[src/hw/bcswp_pkg.sv]
/*
  Constants, types and timing figures for the bus clock select, wait and
  parity pin logic of the external memory interface.
  Assumes one 40 MHz clock (mclk) and a synchronous active-high reset.
*/
// Functional notes
// - Stall request low sampled on bus rising edge
// - Odd byte parity driven during writes
// - Burst continue is inverse of memory request
// - Source select low: bus clock input, inverse low
// - Source select high: device makes bus clocks
// - Ratio select picks one of two sets
// - Undriven ratio select means slower set
// - Bypass high: core uses external core clock
// - Test port timed by its own clock
// - Output bus clock is core over divider plus two
// - Memory request low announces next cycle access
package bcswp_pkg;

  localparam int unsigned DATA_W    = 32;
  localparam int unsigned ADDR_W    = 32;
  localparam int unsigned BYTE_W    = 8;
  localparam int unsigned LANES     = DATA_W / BYTE_W;
  localparam int unsigned DIV_W     = 3;
  localparam int unsigned CNT_W     = 4;
  localparam int unsigned RATIO_W   = 4;
  localparam logic [CNT_W-1:0] DIV_OFFSET = 4'h2;
  localparam logic [RATIO_W-1:0] RATIO_FAST = 4'h6;
  localparam logic [RATIO_W-1:0] RATIO_SLOW = 4'h4;

  // bus access sequencer
  typedef enum logic [1:0] {
    BCSWP_IDLE    = 2'b00,
    BCSWP_ANNOUNCE = 2'b01,
    BCSWP_ACCESS  = 2'b10
  } bcswp_state_t;

endpackage

[src/hw/bcswp_divider.sv]
/*
  Divides the core clock rate into a bus clock phase and rising-edge and falling-edge pulses.
  Assumes the divisor only changes while held in reset.
*/
`timescale 1ns/1ps
`default_nettype none
module bcswp_divider
  import bcswp_pkg::*;
(
  input  wire logic                    mclk,
  input  wire logic                    rst,
  input  wire logic                    enable,
  input  wire logic [bcswp_pkg::DIV_W-1:0] div_sel,
  output var  logic                    clk_level,
  output var  logic                    rise_pulse,
  output var  logic                    fall_pulse
);

  typedef struct packed {
    logic [CNT_W-1:0] cnt;
    logic             level;
    logic             rise;
    logic             fall;
  } bcswp_div_t;

  bcswp_div_t q, d;
  logic [CNT_W-1:0] period;

  // period is divider pins plus two, high for half, low for the rest
  always_comb begin
    period  = {1'b0, div_sel} + DIV_OFFSET;
    d       = q;
    d.rise  = 1'b0;
    d.fall  = 1'b0;
    if (enable) begin
      if (q.cnt >= period - 4'h1) begin
        d.cnt   = '0;
        d.level = 1'b1;
        d.rise  = 1'b1;
      end else begin
        d.cnt = q.cnt + 4'h1;
        if (q.cnt + 4'h1 == (period >> 1)) begin
          d.level = 1'b0;
          d.fall  = 1'b1;
        end
      end
    end else begin
      d.cnt   = '0;
      d.level = 1'b0;
    end
  end

  // state register
  always_ff @(posedge mclk) begin
    if (rst) begin
      q <= '0;
    end else begin
      q <= d;
    end
  end

  assign clk_level  = q.level;
  assign rise_pulse = q.rise;
  assign fall_pulse = q.fall;

endmodule
`default_nettype wire

[src/hw/bcswp_top.sv]
/*
  Pin control of the external memory interface: bus clock source choice,
  divided bus clock outputs, stall sampling, byte parity, request/burst
  strobes and core clock source/ratio choice.
  Assumes all pin inputs are synchronous to mclk, the straps are stable,
  and the test port reset and test clock are handled elsewhere.
*/
// Design decisions made here: strobed register access and the placing of the registers.
`timescale 1ns/1ps
`default_nettype none
module bcswp_top
  import bcswp_pkg::*;
(
  input  wire logic                        mclk,  // only clock here; test port clock lies outside
  input  wire logic                        rst,
  input  wire logic                        clock_source_select,
  input  wire logic [bcswp_pkg::DIV_W-1:0] bus_clock_divider_pins,
  input  wire logic [1:0]                  core_clock_config_pins,
  input  wire logic                        bus_clock_in,
  input  wire logic                        pll_ratio_select_in,
  input  wire logic                        pll_ratio_select_oe,
  input  wire logic                        pll_bypass_select,
  input  wire logic                        external_core_clock,
  input  wire logic                        pll_clock,
  input  wire logic                        stall_request_low,
  input  wire logic                        req_valid,
  input  wire logic                        req_write,
  input  wire logic [bcswp_pkg::ADDR_W-1:0] req_addr,
  input  wire logic [bcswp_pkg::DATA_W-1:0] req_wdata,
  output var  logic                        req_ready,
  output var  logic                        req_done,
  output var  logic                        bus_clock_out,
  output var  logic                        bus_clock_oe,
  output var  logic                        inverted_bus_clock,
  output var  logic                        memory_request_low,
  output var  logic                        burst_continue,
  output var  logic                        write_not_read,
  output var  logic [bcswp_pkg::ADDR_W-1:0] addr_out,
  output var  logic [bcswp_pkg::DATA_W-1:0] data_out,
  output var  logic                        data_oe,
  output var  logic [bcswp_pkg::LANES-1:0] parity_out,
  output var  logic                        core_clock_sel,
  output var  logic                        pll_ratio_slow,
  output var  logic [bcswp_pkg::RATIO_W-1:0] pll_ratio
);

  typedef struct packed {
    // sequencer and handshake
    bcswp_state_t          st;
    logic                  bin_prev;
    logic                  ready;
    logic                  done;
    // bus clock pins
    logic                  bclk;
    logic                  bclk_oe;
    logic                  nbclk;
    // memory side pins
    logic                  mreq_n;
    logic                  seq;
    logic                  wr;
    logic [ADDR_W-1:0]     addr;
    logic [DATA_W-1:0]     data;
    logic                  doe;
    logic [LANES-1:0]      par;
    // core clock choice
    logic                  core_sel;
    logic                  slow;
    logic [RATIO_W-1:0]    ratio;
  } bcswp_regs_t;

  // q is the registered state, d its next value
  bcswp_regs_t q, d;

  // bus clock events seen by the sequencer
  logic div_level;
  logic div_rise;
  logic div_fall;
  logic bus_rise;
  logic bus_fall;
  logic bus_high;
  logic ratio_pin;

  // odd parity per byte: bit i over bits 8i+7..8i
  function automatic logic [LANES-1:0] odd_parity(input logic [DATA_W-1:0] v);
    logic [LANES-1:0] p;
    p = '0;
    // one bit per byte lane; inverted xor makes the lane odd
    for (int i = 0; i < LANES; i++) begin
      p[i] = ~^v[i*BYTE_W +: BYTE_W];
    end
    return p;
  endfunction

  // bus clock generator when the device owns the bus clock
  bcswp_divider u_div (
    .mclk       (mclk),
    .rst        (rst),
    .enable     (clock_source_select),
    .div_sel    (bus_clock_divider_pins),
    .clk_level  (div_level),
    .rise_pulse (div_rise),
    .fall_pulse (div_fall)
  );

  // bus clock edges from either source; source select is a fixed strap
  // input clock edges come from a one-cycle-old copy of the pin
  always_comb begin
    if (clock_source_select) begin
      bus_rise = div_rise;
      bus_fall = div_fall;
      bus_high = div_level;
    end else begin
      bus_rise = bus_clock_in & ~q.bin_prev;
      bus_fall = ~bus_clock_in & q.bin_prev;
      bus_high = bus_clock_in;
    end
  end

  // undriven ratio pin reads as pulled high
  assign ratio_pin = pll_ratio_select_oe ? pll_ratio_select_in : 1'b1;

  // next state of all pin registers
  always_comb begin
    d          = q;
    d.done     = 1'b0;
    d.bin_prev = bus_clock_in;
    // bus clock pins
    d.bclk_oe  = clock_source_select;
    d.bclk     = clock_source_select & div_level;
    d.nbclk    = clock_source_select & ~div_level;
    // core clock source and ratio set
    d.core_sel = pll_bypass_select ? external_core_clock : pll_clock;
    d.slow     = ratio_pin;
    d.ratio    = (ratio_pin ? RATIO_SLOW : RATIO_FAST) + {2'b00, core_clock_config_pins};
    // burst continue tracks the request, updated while bus clock is high
    if (bus_high) begin
      d.seq = ~q.mreq_n;
    end
    // access sequencer, in bus clock events:
    //   idle      take the request, latch address, data and direction
    //   announce  request low after the next bus clock fall
    //   access    first unstalled rise ends the announce cycle
    //             data drive and parity follow a fall on writes
    //             second unstalled rise completes and frees the port
    //   a low stall request on a rise leaves the request, data and parity pins as they are
    unique case (q.st)
      BCSWP_IDLE: begin
        d.ready = 1'b1;
        if (req_valid && q.ready) begin
          d.ready = 1'b0;
          d.addr  = req_addr;
          d.wr    = req_write;
          d.data  = req_wdata;
          d.st    = BCSWP_ANNOUNCE;
        end
      end
      BCSWP_ANNOUNCE: begin
        // request low while bus clock low, one cycle ahead of the access
        if (bus_fall) begin
          d.mreq_n = 1'b0;
          d.st     = BCSWP_ACCESS;
        end
      end
      BCSWP_ACCESS: begin
        if (bus_fall) begin
          d.doe = q.wr;
          d.par = q.wr ? odd_parity(q.data) : '0;
        end
        // stall sampled on the rising edge; outputs held while low
        if (bus_rise && stall_request_low && !q.mreq_n) begin
          d.mreq_n = 1'b1;
        end else if (bus_rise && stall_request_low && q.mreq_n) begin
          d.done  = 1'b1;
          d.doe   = 1'b0;
          d.ready = 1'b1;
          d.st    = BCSWP_IDLE;
        end
      end
      default: begin
        d.st = BCSWP_IDLE;
      end
    endcase
  end

  // register everything
  always_ff @(posedge mclk) begin
    if (rst) begin
      // request idle high, slow flag set and ratio value zero until the pin is seen
      q        <= '0;
      q.st     <= BCSWP_IDLE;
      q.mreq_n <= 1'b1;
      q.slow   <= 1'b1;
    end else begin
      q <= d;
    end
  end

  // handshake to the core side
  assign req_ready          = q.ready;
  assign req_done           = q.done;

  // bus clock pins
  assign bus_clock_out      = q.bclk;
  assign bus_clock_oe       = q.bclk_oe;
  assign inverted_bus_clock = q.nbclk;

  // memory strobes, address and data
  assign memory_request_low = q.mreq_n;
  assign burst_continue     = q.seq;
  assign write_not_read     = q.wr;
  assign addr_out           = q.addr;
  assign data_out           = q.data;
  assign data_oe            = q.doe;
  assign parity_out         = q.par;

  // core clock source and ratio set
  assign core_clock_sel     = q.core_sel;
  assign pll_ratio_slow     = q.slow;
  assign pll_ratio          = q.ratio;

endmodule
`default_nettype wire

[config.mk]
export PLATFORM = sky130hd
export DESIGN_NAME = bcswp_top
export DESIGN_NICKNAME = d
export VERILOG_FILES = /design/src/hw/bcswp_pkg.sv /design/src/hw/bcswp_divider.sv /design/src/hw/bcswp_top.sv
export SDC_FILE = /design/constraint.sdc
export NUM_CORES = 1
export LEC_CHECK = 0
export BUFFER_PORTS_ARGS = -buffer_cell sky130_fd_sc_hd__buf_2
export CAP_MARGIN = 20
export CORE_MARGIN = 2
export CORE_UTILIZATION = 49
export CTS_CLUSTER_SIZE = 30
export DETAILED_ROUTE_END_ITERATION = 10
export GPL_TIMING_DRIVEN = 0
export PLACE_DENSITY = 0.87
export SYNTH_ARGS = -nofsm -noshare
export SYNTH_HDL_FRONTEND = slang
export SYNTH_SLANG_ARGS = --single-unit
[constraint.sdc]
create_clock -name mclk -period 1.8 [get_ports mclk]
set_clock_uncertainty 0.1 [all_clocks]
set_input_delay 0 -clock mclk [delete_from_list [all_inputs] [get_ports mclk]]
set_output_delay 0 -clock mclk [all_outputs]
set_load 0.02 [all_outputs]
==> results of run 1 <==
per-stage QoR:
step	std cells	hold slack [ns]	setup slack, ns	TNS, ns
4_1_cts	862	0.0217	0.0315	0
5_1_grt	862	0.0636	-0.0101	-0.0101
3_5_place_dp	769	0.124	0.0785	0
3_3_place_gp	769	0.122	0.0889	0
2_1_floorplan	501	0.0173	0.261	0
6_report	863	0.0503	0.0879	0
flip-flops by register name, summed over array words and instances (netlist names), 3 cells and up:
register    count
u_div.q         4
addr_out       32
data_out       32
parity_out      4
q               3
pll_ratio       4
worst min-delay path, delay by kind of cell:
| kind | cells | cell delay (ns) |
|---|---|---|
| xor+xnor | 1 | 0.08 |
| buf+inv | 1 | 0.12 |
| simple gates | 3 | 0.25 |
Yosys cell counts (2+ instances only):
cell and instances:
inv_1 9, nand2_1 136, dfxtp_1 93, nor3_1 3, ha_1 9, buf_4 76, nor3b_1 2, xnor2_1 30
buf_2 7, xor2_1 4, o21ai_0 3, and2_1 2, o21a_1 2, a31oi_1 2, nor2_1 8, nand2b_1 4
clkbuf_1 11, a21oi_1 70, and2_2 2, o32ai_1 4, nand3_1 4, nor2b_1 5
path summary, 6_finish.rpt:
path                                                    end  cells after the start
worst min register to register     addr_out[2]$_SDFFE_PP0P_                      2
worst max-delay path            u_div.fall_pulse$_SDFF_PP0_                      6
worst min-delay path            u_div.fall_pulse$_SDFF_PP0_                      5
worst max register to register  u_div.fall_pulse$_SDFF_PP0_                      6
layer usage:
metal / vias up / part of all wire
met5: - / 0
met4: 0 / 0.027
met3: 28 / 0.049
met2: 136 / 0.54
met1: 1935 / 0.39
li1: 2042 / -
report_power, final:
part	internal [W]	total, W	switching, W
combinational	0.000512	0.00101	0.000500
sequential	0.00216	0.00224	0.0000763
clock	0.000532	0.00131	0.000782
total	0.00320	0.00456	0.00136
logic make-up after synthesis:
logic type                 after synthesis
AOI/OAI and AO/OA                       87
xor gates and xnor gates                34
adders and majority gates                9
buffers and inverters                  104
DFF                                     93
muxes                                    2
and+or+nand+nor                        172
layout make-up:
class | count | share of cell area
Clock buffer | 9 | 0.0203
Buffer | 95 | 0.107
Timing Repair Buffer | 240 | 0.260
Antenna cell | 1 | 0.000410
Sequential cell | 93 | 0.305
Inverter | 9 | 0.00553
Tap cell | 105 | 0.0215
Clock inverter | 7 | 0.0102
Multi-Input combinational cell | 304 | 0.270
what timing repair did:
action / CTS / global route
endpoints found under the setup margin: 0 / 2
gates resized for setup: 0 / 2
endpoints found under the hold margin: 83 / 0
hold buffers: 77 / 0
==> results.py, run 1 <==
metrics = {
    "setup_path": {
        "cpPeakStageDelay_ns": 0.39,
        "cp.required_ns": 1.95,
        "cp-end-kind": "flip-flop",
        "r2r_start": "u_div.q[3]$_SDFF_PP0_",
        "crit_path_start": "u_div.q[3]$_SDFF_PP0_",
        "critPathTopFamily": "simple AND/OR/NAND/NOR gates",
        "worst-path-buf-inv": 1,
        "cp.arrival_ns": 1.86,
        "start_kind": "flip-flop",
        "worstPathMaxFanout": 7,
        "slowest_stage": "dfxtp_2",
        "critPathKind": "reg2reg",
        "cp_cell_sequence": "inv_1, ha_1, nand2b_1, a21oi_1, o21ai_2, nor4b_1",
        "reg2reg_slack_ns": 0.09,
    },
    "cells_and_area": {
        "layout_common_cells": "buf_2 (170), nand2_1 (136), dfxtp_1 (92)",
        "final_util": 0.739,
        "multi_input_area_mm2": 0.00165,
        "fin_area_mm2": 0.00610,
        "layout_commonest_cell": "buf_2",
        "fill_cells": 582,
        "drive_gt1_frac": 0.357,
        "seqCellArea_mm2": 0.00186,
        "synthToLayoutAreaGrowth_pct": 45.6,
        "finalNetCount": 842,
    },
    "clocking": {
        "post_cts_buffers": 0,
        "clk_pin_slew_ns": 0.09,
        "h-tree-depth": 3,
        "cts.sinks": 93,
        "worstSkewPairLatency_ns": 0.35,
        "cts-buffers-inserted": 9,
        "cts_tree": "done",
        "max-clock-path-buffers": 2,
        "root_buffer": "clkbuf_8",
    },
    "timing": {
        "fin_crit_sh": 0.951,
        "finalHoldViolations": 0,
        "slew-limit-headroom": 0.661,
        "tightest_slew_ns": 0.508,
        "fmax_mhz": 584,
        "setup_viol": 0,
        "drv_slew": 0,
        "period_needed_ns": 1.71,
    },
    "placement": {
        "dp_hpwl_um": 7690,
        "dpl_cell_area_mm2": 0.00514,
        "gp_congestion": 0.822,
        "port-buffer-count": 163,
    },
    "yosys": {
        "synth_top_flop_cell": "dfxtp_1",
        "ys_warn_count": 0,
        "synth-seq-cells": 93,
        "yosysSeqAreaShare": 0.444,
        "synthCells": 501,
        "yosys-top-cells-area": "dfxtp_1 (44%), buf_4 (14%), nand2_1 (12%)",
        "synthMuxAreaShare": 0.00507,
        "async_flop_share": 0,
        "synth-compound-area-share": 0.115,
        "synth-simple-area-share": 0.175,
        "yosys.area.top_type": "dfxtp_1",
        "synth.avg_cell_area_um2": 8.37,
        "synth_xor_area_frac": 0.0710,
        "synth_edf_count": 0,
        "synth_fa_ha_area_frac": 0.0269,
        "synth_top_family_by_area": "simple AND/OR/NAND/NOR gates",
        "yosys.area.top_type_share": 0.444,
        "netlist_area_mm2": 0.00419,
        "syn_nets": 591,
        "synth_cell_types": 37,
    },
    "pwr": {
        "power_density_mw_per_mm2": 748,
        "peakVddDrop_v": 0.000449,
        "total_power_w": 0.00456,
        "power.leakage_nw": 2.87,
    },
    "outcome": {
        "outcome": "complete, no violations",
    },
    "floorplan": {
        "rows": 33,
        "die_h_um": 96.5,
        "die_x_um": 96.5,
        "io_pins": 164,
        "start_util": 0.508,
        "dieArea_mm2": 0.00931,
        "coreArea_mm2": 0.00826,
    },
    "global_routing": {
        "grt_max_degree": 19,
        "overflow": 0,
        "grt_pass1_vias": 4182,
        "gr-usage-met1": 0.266,
        "antenna_found_initial": 0,
        "grt_use_met2": 0.503,
        "track_usage": 0.260,
        "use_met3": 0.0473,
        "busiest_layer": "met2",
        "grt_first_pass_wirelength_um": 18600,
    },
    "route": {
        "wl_per_cell_um": 14.3,
        "drtAntennaViolNets": 0,
        "wl_um": 12400,
        "dr.pass1.iters": 5,
        "drc": 0,
        "drtIter0Drc": 138,
        "via_per_inst": 4.80,
        "vias": 4141,
    },
    "hold_path": {
        "hp-class": "in2reg",
        "min-delay-start": "bus_clock_divider_pins[1]",
    },
    "job": {
        "drv_cap": 0,
    },
}
Note: power is estimated with default switching activity, not from simulation.
==> run 2, diff against run 1 <==
- CORE_UTILIZATION: 49 -> 50
- GPL_TIMING_DRIVEN: 0 -> 1
- PLACE_DENSITY: 0.87 -> 0.89
- clock period: 1.8 -> 2.05 ns (I/O delays scaled with it)
==> run 2 against run 1 <==
Effect of this change: register-to-register slack better by 0.19 ns; routed wire length is 16% lower; sequential share of layout area is 3.4 points higher; non-clock buffer count is 91 lower; worst hold slack worse by 0.011 ns; utilization is 6.8 points lower.
==> results.py, run 2 (synthesis gave the netlist of run 1 again) <==
metrics = {
    "outcome": {
        "outcome": "complete, no violations",
    },
    "clocking": {
        "clk_pin_slew_ns": 0.09,
        "cts.sinks": 93,
        "h-tree-depth": 3,
        "max-clock-path-buffers": 2,
        "cts-buffers-inserted": 9,
        "cts_tree": "done",
        "root_buffer": "clkbuf_8",
        "worstSkewPairLatency_ns": 0.34,
    },
    "timing": {
        "finalHoldViolations": 0,
        "tightest_slew_ns": 0.460,
        "period_needed_ns": 1.77,
        "slew-limit-headroom": 0.693,
        "rsz0062_at_grt": "no",
        "setup_viol": 0,
        "finalSetupTns_ns": 0,
        "fmax_mhz": 565,
        "fin_crit_sh": 0.864,
        "hold_slack_ns": 0.0394,
        "drv_slew": 0,
    },
    "setup_path": {
        "r2r-end": "u_div.fall_pulse$_SDFF_PP0_",
        "cp.arrival_ns": 1.93,
        "cpPeakStageDelay_ns": 0.44,
        "slowest_stage": "dfxtp_1",
        "worstPathMaxFanout": 7,
        "cp_cell_sequence": "inv_1, ha_1, nand2b_1, a21oi_1, o21ai_1, nor4b_1",
        "cp-end-kind": "flip-flop",
        "reg2reg_slack_ns": 0.28,
        "cp.required_ns": 2.20,
        "reg2regPathDepth": 6,
        "start_kind": "flip-flop",
        "r2r_start": "u_div.q[3]$_SDFF_PP0_",
        "critPathKind": "reg2reg",
    },
    "job": {
        "drv_cap": 0,
    },
    "route": {
        "drc": 0,
        "wl_per_cell_um": 13.6,
        "drtAntennaViolNets": 0,
        "m1WireLength_um": 3980,
        "routed-wl-met3_um": 633,
        "highest_layer": "met4",
        "vias": 3714,
        "dr.pass1.iters": 6,
        "wl_met2_um": 5460,
        "drtIter0Drc": 118,
        "via_per_inst": 4.82,
        "wl_um": 10400,
    },
    "cells_and_area": {
        "synthToLayoutAreaGrowth_pct": 30.9,
        "fin_area_mm2": 0.00549,
        "layout_common_cells": "buf_2 (163), nand2_1 (136), dfxtp_1 (93)",
        "layout_commonest_cell": "buf_2",
        "final_cell_count_no_fill": 770,
        "antenna_cells": 0,
        "fill_cells": 650,
        "finalNetCount": 751,
        "drive_gt1_frac": 0.286,
    },
    "pwr": {
        "power_density_mw_per_mm2": 711,
        "peakVddDrop_v": 0.000451,
        "power.leakage_nw": 2.44,
    },
    "hold_path": {
        "whs_path_depth": 5,
        "hold_end": "u_div.fall_pulse$_SDFF_PP0_",
        "min-delay-start": "bus_clock_divider_pins[1]",
        "hp-class": "in2reg",
    },
    "global_routing": {
        "overflow": 0,
        "grt_pass1_vias": 3624,
        "antenna_found_initial": 0,
        "track_usage": 0.221,
        "grt_first_pass_wirelength_um": 15700,
        "grt_max_degree": 56,
    },
    "floorplan": {
        "rows": 33,
        "die_h_um": 95.6,
        "dieArea_mm2": 0.00913,
        "io_pins": 164,
        "die_x_um": 95.6,
        "coreArea_mm2": 0.00818,
        "start_util": 0.513,
    },
    "placement": {
        "gp_congestion": 0.811,
        "port-buffer-count": 163,
        "dp_hpwl_um": 6510,
        "dpl_cell_area_mm2": 0.00455,
        "place_inst": 680,
    },
}
[run 2: cell types whose count changed in the layout (fill, tap and decap cells not counted), moves of 2 or more]
cell and delta:
clkbuf_1 -10, dlygate4sd3_1 -2, clkinv_4 -2, inv_6 -2, buf_4 -71, buf_2 -7
clkinvlp_4 +2
[run 2: layout make-up]
type                    instances  area [um^2]  area share
clock buffers                  10          128      0.0233
inverters                       9         33.8     0.00616
clock inverters                 5         61.3      0.0112
flip-flops and latches         93         1860       0.339
repair buffers                244         1620       0.296
multi-input cells             304         1650       0.300
well taps                     105          131      0.0239
[run 2: layer usage]
layer  vias to the layer above  GRT usage
met4                         0      0.113
li1                       1862          -
met3                        33     0.0474
met2                       131      0.415
met5                         -          0
met1                      1688      0.227
[run 2: worst max path at each step]
| stage | start | endpoint | cells past startpoint |
|---|---|---|---|
| after CTS | u_div.q[3]$_SDFF_PP0_ | u_div.fall_pulse$_SDFF_PP0_ | 6 |
| final | u_div.q[3]$_SDFF_PP0_ | u_div.fall_pulse$_SDFF_PP0_ | 6 |
| after global placement | u_div.q[3]$_SDFF_PP0_ | u_div.fall_pulse$_SDFF_PP0_ | 6 |
| after detailed placement | u_div.q[3]$_SDFF_PP0_ | u_div.fall_pulse$_SDFF_PP0_ | 6 |
| after floorplan | u_div.q[3]$_SDFF_PP0_ | u_div.fall_pulse$_SDFF_PP0_ | 6 |
| after global routing | u_div.q[3]$_SDFF_PP0_ | u_div.fall_pulse$_SDFF_PP0_ | 6 |
[run 2: critical path: cells and delay by family, from the launching register on]
kind	cells	cell delay, ns
AO/OA/AOI/OAI	2	0.34
adder cells (fa/ha/maj)	1	0.27
buffers and inverters	1	0.08
flip-flops	1	0.44
AND/OR/NAND/NOR	2	0.45
[run 2: repair_timing]
action	in CTS	in global routing
setup endpoints to repair	0	0
gates resized for setup	0	0
hold buffers	75	0
setup buffers	0	0
endpoints found under the hold margin	79	0
[run 2: report_power, final]
part | switching, W | internal [W] | total (W)
combinational | 0.000403 | 0.000362 | 0.000765
sequential | 0.0000620 | 0.00190 | 0.00196
clock | 0.000614 | 0.000562 | 0.00118
total | 0.00108 | 0.00282 | 0.00390
[run 2: per-stage QoR]
| step | power, W | util | setup WS [ns] |
|---|---|---|---|
| floorplan | 0.00251 | - | 0.511 |
| global placement | 0.00262 | 0.556 | 0.401 |
| detailed placement | 0.00264 | 0.556 | 0.274 |
| CTS | 0.00395 | 0.671 | 0.246 |
| global route | 0.00410 | 0.671 | 0.150 |
| finish | 0.00390 | 0.671 | 0.279 |
